===== config.mk =====
export PLATFORM = sky130hd
export DESIGN_NAME = interval_timer_host_access
export DESIGN_NICKNAME = d
export VERILOG_FILES = /design/src/timer_pkg.sv /design/src/count_channel.sv /design/src/interval_timer_host_access.sv
export SDC_FILE = /design/constraint.sdc
export NUM_CORES = 1
export LEC_CHECK = 0
export BUFFER_PORTS_ARGS = -buffer_cell sky130_fd_sc_hd__buf_2
export CORE_MARGIN = 4
export CORE_UTILIZATION = 35
export DETAILED_ROUTE_END_ITERATION = 6
export PLACE_DENSITY = 0.61
export SLEW_MARGIN = 20
export SYNTH_ARGS = -nofsm -noshare
export SYNTH_HDL_FRONTEND = slang
export SYNTH_SLANG_ARGS = --single-unit

===== constraint.sdc =====
create_clock -name clk_sys -period 4.1 [get_ports clk_sys]
set_clock_uncertainty 0.15 [all_clocks]
set_input_delay 0.41 -clock clk_sys [delete_from_list [all_inputs] [get_ports clk_sys]]
set_output_delay 0.41 -clock clk_sys [all_outputs]
set_load 0.01 [all_outputs]

===== src/timer_pkg.sv =====
// package: register map, control word fields and reset values
package timer_pkg;
  localparam int          DATA_W        = 8;
  localparam int          CNT_W         = 16;
  localparam int          NUM_CH        = 3;
  localparam logic [1:0]  PORT_CNT0     = 2'h0;
  localparam logic [1:0]  PORT_CNT1     = 2'h1;
  localparam logic [1:0]  PORT_CNT2     = 2'h2;
  localparam logic [1:0]  PORT_SETUP    = 2'h3;
  localparam int          SEL_HI        = 7;
  localparam int          SEL_LO        = 6;
  localparam int          ACC_HI        = 5;
  localparam int          ACC_LO        = 4;
  localparam int          STYLE_HI      = 3;
  localparam int          STYLE_LO      = 1;
  localparam int          FMT_BIT       = 0;
  localparam logic [1:0]  ACC_LATCH     = 2'h0;
  localparam logic [1:0]  ACC_LOW_ONLY  = 2'h1;
  localparam logic [1:0]  ACC_HIGH_ONLY = 2'h2;
  localparam logic [1:0]  ACC_LOW_HIGH  = 2'h3;
  localparam logic [2:0]  STYLE_TC_INT  = 3'h0;
  localparam logic [5:0]  SETUP_RST     = 6'h30;
  localparam logic [15:0] CNT_RST       = 16'h0000;
  localparam logic [7:0]  RD_IDLE       = 8'hff;
endpackage


===== src/count_channel.sv =====
// one 16-bit down counter with load sequencing, latch and read sequencing
`timescale 1ns/1ps
module count_channel
  import timer_pkg::*;
#(
  parameter int W = timer_pkg::CNT_W
) (
  input  wire logic         clk_sys,
  input  wire logic         rst_b,
  input  wire logic         setup_we,
  input  wire logic [5:0]   setup_in,
  input  wire logic         latch_cmd,
  input  wire logic         data_we,
  input  wire logic         data_re,
  input  wire logic [7:0]   wdata,
  input  wire logic         cnt_clk,
  input  wire logic         gate,
  output logic [7:0]        rbyte,
  output logic [5:0]        setup_out,
  output logic [W-1:0]      count_out
);
  import timer_pkg::*;

  // byte splitting and the decimal decrement assume four digits of 4 bits
  if (W != 16) begin : g_bad_width
    $error("count_channel supports 16-bit counters only");
  end

  // ************************************************************
  // configuration and load sequencing
  // ************************************************************
  logic [5:0]   setup_r;
  logic [W-1:0] count_r;
  logic [W-1:0] pend_r;
  logic [W-1:0] hold_r;
  logic         hold_v_r;
  logic         wr_hi_r;
  logic         rd_hi_r;
  logic         armed_r;
  logic         halt_r;
  logic         clk_d_r;
  logic         rose_r;
  logic [1:0]   acc;

  assign acc       = setup_r[5:4];
  assign setup_out = setup_r;
  assign count_out = count_r;

  function automatic logic [W-1:0] dec_one(input logic [W-1:0] v,
                                           input logic bcd);
    logic [W-1:0] r;
    r = v;
    if (!bcd) begin
      r = v - 16'h0001;
    end else begin
      for (int d = 0; d < 4; d++) begin
        if (r[d*4 +: 4] != 4'h0) begin
          r[d*4 +: 4] = r[d*4 +: 4] - 4'h1;
          break;
        end
        r[d*4 +: 4] = 4'h9; // 0000 wraps to 9999: maximum count
      end
    end
    return r;
  endfunction

  always_ff @(posedge clk_sys) begin
    if (!rst_b) begin
      setup_r <= SETUP_RST;
      wr_hi_r <= 1'b0;
      pend_r  <= CNT_RST;
      armed_r <= 1'b0;
      halt_r  <= 1'b0;
    end else if (setup_we) begin
      setup_r <= setup_in;
      wr_hi_r <= 1'b0;
      armed_r <= 1'b0;
      halt_r  <= 1'b0;
    end else if (data_we) begin
      unique case (acc)
        ACC_LOW_ONLY: begin
          pend_r  <= {8'h00, wdata};
          armed_r <= 1'b1;
        end
        ACC_HIGH_ONLY: begin
          pend_r  <= {wdata, 8'h00};
          armed_r <= 1'b1;
        end
        ACC_LOW_HIGH: begin
          if (!wr_hi_r) begin
            pend_r[7:0] <= wdata;
            // a half-written pair must never reach the counter
            armed_r     <= 1'b0;
            // first byte stops terminal-count mode counting
            halt_r      <= (setup_r[3:1] == STYLE_TC_INT);
          end else begin
            pend_r[15:8] <= wdata;
            armed_r      <= 1'b1;
            halt_r       <= 1'b0;
          end
          wr_hi_r <= !wr_hi_r;
        end
        default: ;
      endcase
    end else if (armed_r && !cnt_clk && clk_d_r && rose_r) begin
      armed_r <= 1'b0;
    end
  end

  // ************************************************************
  // counting on the channel clock, sampled on clk_sys
  // ************************************************************
  logic clk_fall;
  assign clk_fall = clk_d_r && !cnt_clk;

  always_ff @(posedge clk_sys) begin
    if (!rst_b) begin
      clk_d_r <= 1'b0;
      rose_r  <= 1'b0;
    end else begin
      clk_d_r <= cnt_clk;
      if (data_we && acc != ACC_LATCH) begin
        rose_r <= 1'b0;
      end else if (cnt_clk && !clk_d_r) begin
        rose_r <= 1'b1;
      end
    end
  end

  always_ff @(posedge clk_sys) begin
    if (!rst_b) begin
      count_r <= CNT_RST;
    end else if (clk_fall) begin
      if (armed_r && rose_r) begin
        count_r <= pend_r; // load after rise then fall
      end else if (gate && !halt_r) begin
        count_r <= dec_one(count_r, setup_r[FMT_BIT]);
      end
    end
  end

  // ************************************************************
  // latch and read sequencing
  // ************************************************************
  logic [W-1:0] src;
  assign src = hold_v_r ? hold_r : count_r;

  always_ff @(posedge clk_sys) begin
    if (!rst_b) begin
      hold_r   <= CNT_RST;
      hold_v_r <= 1'b0;
      rd_hi_r  <= 1'b0;
      rbyte    <= RD_IDLE;
    end else if (setup_we) begin
      hold_v_r <= 1'b0;
      rd_hi_r  <= 1'b0;
    end else if (latch_cmd) begin
      if (!hold_v_r) begin
        hold_r   <= count_r;
        hold_v_r <= 1'b1;
      end
    end else if (data_re) begin
      unique case (acc)
        ACC_HIGH_ONLY: begin
          rbyte    <= src[15:8];
          hold_v_r <= 1'b0;
        end
        ACC_LOW_HIGH: begin
          rbyte    <= rd_hi_r ? src[15:8] : src[7:0];
          rd_hi_r  <= !rd_hi_r;
          if (rd_hi_r) hold_v_r <= 1'b0;
        end
        default: begin
          rbyte    <= src[7:0];
          hold_v_r <= 1'b0;
        end
      endcase
    end
  end
endmodule // count_channel


===== src/interval_timer_host_access.sv =====
// top: bus decode for three down counters and the setup word location
`timescale 1ns/1ps
// Behaviour
// - setup words accepted for counters any order
// - count bytes may come any later time
// - counters decrement; zero means maximum count
// - terminal-count mode restarts only after full load
// - select 00/01/10 read counters; 11 illegal
// - two-byte read: low byte then high
// - access field 00 latches selected count
// - reads return snapshot; live counting continues
// - latch leaves mode, access, format unchanged
// - setup layout: select, access, style, format
// - access codes: latch, low, high, low-high
// - format bit: binary or four-digit decimal
// - load takes effect after clock rise, fall
module interval_timer_host_access
  import timer_pkg::*;
(
  input  wire logic                     clk_sys,
  input  wire logic                     rst_b,
  input  wire logic                     chip_sel_b,
  input  wire logic                     rd_b,
  input  wire logic                     wr_b,
  input  wire logic                     port_select_low,
  input  wire logic                     port_select_high,
  input  wire logic [timer_pkg::DATA_W-1:0] data_in,
  output logic [timer_pkg::DATA_W-1:0]  data_out,
  output logic                          data_oe,
  input  wire logic [timer_pkg::NUM_CH-1:0] cnt_clk,
  input  wire logic [timer_pkg::NUM_CH-1:0] gate
);
  import timer_pkg::*;

  // ************************************************************
  // strobe edge detection and decode
  // ************************************************************
  logic       rd_d_r;
  logic       wr_d_r;
  logic       rd_go;
  logic       wr_go;
  logic [1:0] port;
  logic [1:0] pick;

  assign port  = {port_select_high, port_select_low};
  assign rd_go = !chip_sel_b && !rd_b && rd_d_r;
  assign wr_go = !chip_sel_b && !wr_b && wr_d_r;
  assign pick  = {data_in[SEL_HI], data_in[SEL_LO]};

  always_ff @(posedge clk_sys) begin
    if (!rst_b) begin
      rd_d_r <= 1'b1;
      wr_d_r <= 1'b1;
    end else begin
      rd_d_r <= rd_b || chip_sel_b;
      wr_d_r <= wr_b || chip_sel_b;
    end
  end

  logic [NUM_CH-1:0] setup_we;
  logic [NUM_CH-1:0] latch_cmd;
  logic [NUM_CH-1:0] data_we;
  logic [NUM_CH-1:0] data_re;
  logic [7:0]        rbyte [NUM_CH];
  logic [5:0]        setup_out [NUM_CH];
  logic              setup_go;
  logic              is_latch;

  assign setup_go = wr_go && port == PORT_SETUP && pick != 2'h3;
  assign is_latch = data_in[ACC_HI:ACC_LO] == ACC_LATCH;

  genvar g;
  generate
    for (g = 0; g < NUM_CH; g++) begin : g_ch
      // any counter, any order, by its select field
      assign setup_we[g]  = setup_go && !is_latch && pick == 2'(g);
      assign latch_cmd[g] = setup_go && is_latch && pick == 2'(g);
      assign data_we[g]   = wr_go && port == 2'(g);
      assign data_re[g]   = rd_go && port == 2'(g);
      count_channel #(
        .W (CNT_W)
      ) u_ch (
        .clk_sys   (clk_sys),
        .rst_b     (rst_b),
        .setup_we  (setup_we[g]),
        .setup_in  (data_in[5:0]),
        .latch_cmd (latch_cmd[g]),
        .data_we   (data_we[g]),
        .data_re   (data_re[g]),
        .wdata     (data_in),
        .cnt_clk   (cnt_clk[g]),
        .gate      (gate[g]),
        .rbyte     (rbyte[g]),
        .setup_out (setup_out[g]),
        .count_out ()
      );

    end
  endgenerate

  // ************************************************************
  // read data return
  // ************************************************************
  logic [1:0] rport_r;
  logic       rd_act_r;

  always_ff @(posedge clk_sys) begin
    if (!rst_b) begin
      rport_r  <= PORT_SETUP;
      rd_act_r <= 1'b0;
    end else begin
      if (rd_go) rport_r <= port;
      rd_act_r <= !chip_sel_b && !rd_b;
    end
  end

  // setup location and illegal code never drive data
  always_comb begin
    data_out = RD_IDLE;
    unique case (rport_r)
      PORT_CNT0:  data_out = rbyte[0];
      PORT_CNT1:  data_out = rbyte[1];
      PORT_CNT2:  data_out = rbyte[2];
      PORT_SETUP: data_out = RD_IDLE;
    endcase
  end
  assign data_oe = rd_act_r && !chip_sel_b && !rd_b
                   && rport_r != PORT_SETUP;
endmodule // interval_timer_host_access


==> run summary <==
Setup TNS -> 0 ns
DRT Pass-1 Iters -> 5
# nets final -> 1302
Critical Path Sink Type -> flop
# H-tree levels -> 1
GPL Wtd Cong -> 0.842
Max cap viols -> 0
Ant. Diodes -> 0
Post-CTS setup buffers -> 0
Final WL -> 29500 um
Fmax achieved -> 328 MHz
Critical Path Source -> wr_b
Post-route DRC -> 0
Fill count -> 2945
EDFF count, synth -> 0
CTS Buffer Depth -> 3
Root buffer cell -> clkbuf_16
LEAKAGE -> 4.02 nW
Final period util -> 74.3%
IO Pins -> 30
Reg clk slew, reported paths -> 0.06 ns
Hold path start -> chip_sel_b
DR iter-0 viols -> 946
Core ar. -> 29000 um2
Total CTS buffers -> 25
Routed wire per std cell -> 17.6 um
CP Class -> in -> reg
Tmin final -> 3.05 ns
Critical Path RT -> 4.33 ns
Post-synthesis register bit count -> 212
First-pass GRT wire length -> 47500 um
Row cnt -> 62
Largest net degree at the start of global routing -> 83
Most frequent cells in the layout -> nand2_1 (260), dfxtp_1 (212), a21oi_1 (130)
Post-detail-place hpwl -> 20200 um
Syn avg cell area -> 8.00 um2
Post-Syn Area -> 10400 um2
Commonest non-fill, non-tap cell in the layout -> nand2_1
# port buffers -> 29
FF-to-FF Start -> g_ch[0].u_ch.armed_r
Vias/cell -> 5.70
Hold Buf Count CTS -> 5
CTS tree -> done
Layout cells sized above 1 -> 10.1%
Critical Path Fanout Max -> 32
YS warnings -> 0
Power Total -> 4.87 mW
Post-synthesis cell type count -> 68
Initial Utilization -> 35.9%
Outcome -> finished clean
DIE HEIGHT -> 181 um
Post-synth top area share -> 40.7%
Worst skew pair latency -> 0.53 ns
Antenna violations before repair -> 0
Overflow left after global routing -> 0
Synth top area cells -> dfxtp_1 (41%), nand2_1 (9.4%), a21oi_1 (6.2%)
Largest area contributor in the netlist -> dfxtp_1
Slew @ Worst Pin -> 0.980 ns
Area Growth Syn to Fin -> 11.2%
WHS -> 0.0450 ns
Syn nets -> 1331
Sequential fraction of the synthesis area -> 40.7%
Vias in the first global route -> 8707
Max-slew violation count -> 0
Gr usage total -> 17.4%
Worst vdd ir -> 259 uV
Slew headroom -> 34.6%
Final core utilization -> 40.0%
Clk sinks -> 212
Worst Setup Start Kind -> primary input
Power Density -> 420 nW/um2
Chip width -> 181 um
Synth Instances -> 1304
Vias -> 9546
Inst Count DP -> 1627
Unrepaired setup endpoints after global routing -> no
Worst Path Arrival -> 3.28 ns
Most used DFF post-synth -> dfxtp_1
Post-CTS resize count -> 0
Async S/R FF share, synth -> 0%
Detail Route Antenna Nets -> 0
Final setup viols -> 0
Final-report hold violation count -> 0
Die area -> 32600 um2
Post-Layout Cell Count -> 1676
Min-Delay Path Class -> in -> reg
## power breakdown
part / switching, mW / internal, mW
clock network: 0.883 / 1.35
registers: 0.0691 / 2.11
logic: 0.282 / 0.184
## Yosys cell counts, types with 9 or more instances
cell type	instances
o31ai_1	9
o211ai_1	18
and2_1	11
o22ai_1	9
a211oi_1	10
nand3_1	108
nand2b_1	9
o21ai_0	53
a21oi_1	130
mux4_2	24
dfxtp_1	212
nand2_1	260
nor3_1	22
mux2i_1	22
a221oi_1	9
a22oi_1	14
nor4_1	12
clkbuf_1	85
nor2_1	97
mux2_2	11
inv_1	21
nor3b_1	9
## final cells by class
cell class / instances / area, um2 / share of cell area [%]
timing repair buffer: 42 / 258 / 2.22
multi-input combinational: 973 / 5710 / 49.3
inverter: 21 / 81.3 / 0.701
clock buffer: 33 / 676 / 5.83
tap: 384 / 480 / 4.14
sequential: 212 / 4240 / 36.6
clock inverter: 11 / 145 / 1.25
## registers in the layout, indices dropped and copies added, names as in the netlist, 2 cells and up
signal and cells:
g_ch.u_ch.count_out 48, g_ch.u_ch.hold_r 48, g_ch.u_ch.pend_r 48, g_ch.u_ch.rbyte 24
g_ch.u_ch.setup_out 18, g_ch.u_ch.armed_r 3, g_ch.u_ch.clk_d_r 3, g_ch.u_ch.halt_r 3
g_ch.u_ch.hold_v_r 3, g_ch.u_ch.rd_hi_r 3, g_ch.u_ch.rose_r 3, g_ch.u_ch.wr_hi_r 3
rport_r 2
## worst paths after layout
kind,end,slack (ns),cells after the start
worst max register to register,g_ch[0].u_ch.count_out[12],1.34,5
worst min register to register,g_ch[0].u_ch.hold_r[7],0.30,2
worst max-delay path,g_ch[1].u_ch.hold_r[2],1.05,6
worst min-delay path,rd_act_r,0.04,2
## stage by stage
step,setup slack (ns),cell area [um2]
2_1_floorplan,1.66,10400
3_3_place_gp,1.17,10700
3_5_place_dp,1.06,10700
4_1_cts,1.10,11600
5_1_grt,0.834,11600
6_report,1.05,11600
## layer usage
layer | GRT usage, % | share of wire [%] | vias up | routed length [um]
met5 | 0 | 0 | - | 0
met4 | 4.20 | 2.2 | 0 | 635
met3 | 2.42 | 6.4 | 45 | 1880
met2 | 26.5 | 44 | 333 | 13000
met1 | 25.9 | 47 | 4550 | 14000
li1 | - | - | 4618 | -
## logic make-up after synthesis
| kind of cell | Yosys count | synth area share (%) |
|---|---|---|
| AND/OR/NAND/NOR | 569 | 24.8 |
| AO/OA/AOI/OAI | 335 | 20.2 |
| flip-flops | 212 | 40.7 |
| buffers and inverters | 119 | 4.52 |
| multiplexers | 57 | 8.48 |
| XOR/XNOR | 6 | 0.504 |
| adder cells (fa/ha/maj) | 6 | 0.720 |
## worst max-delay path, cell delays in order
cell	delay, ns
dlygate4sd3_1	0.58
buf_2	0.15
or3b_1	0.44
nor3_1	0.58
and4_1	0.90
o21ai_0	0.20
No activity file was read; power rests on OpenSTA's default activity.
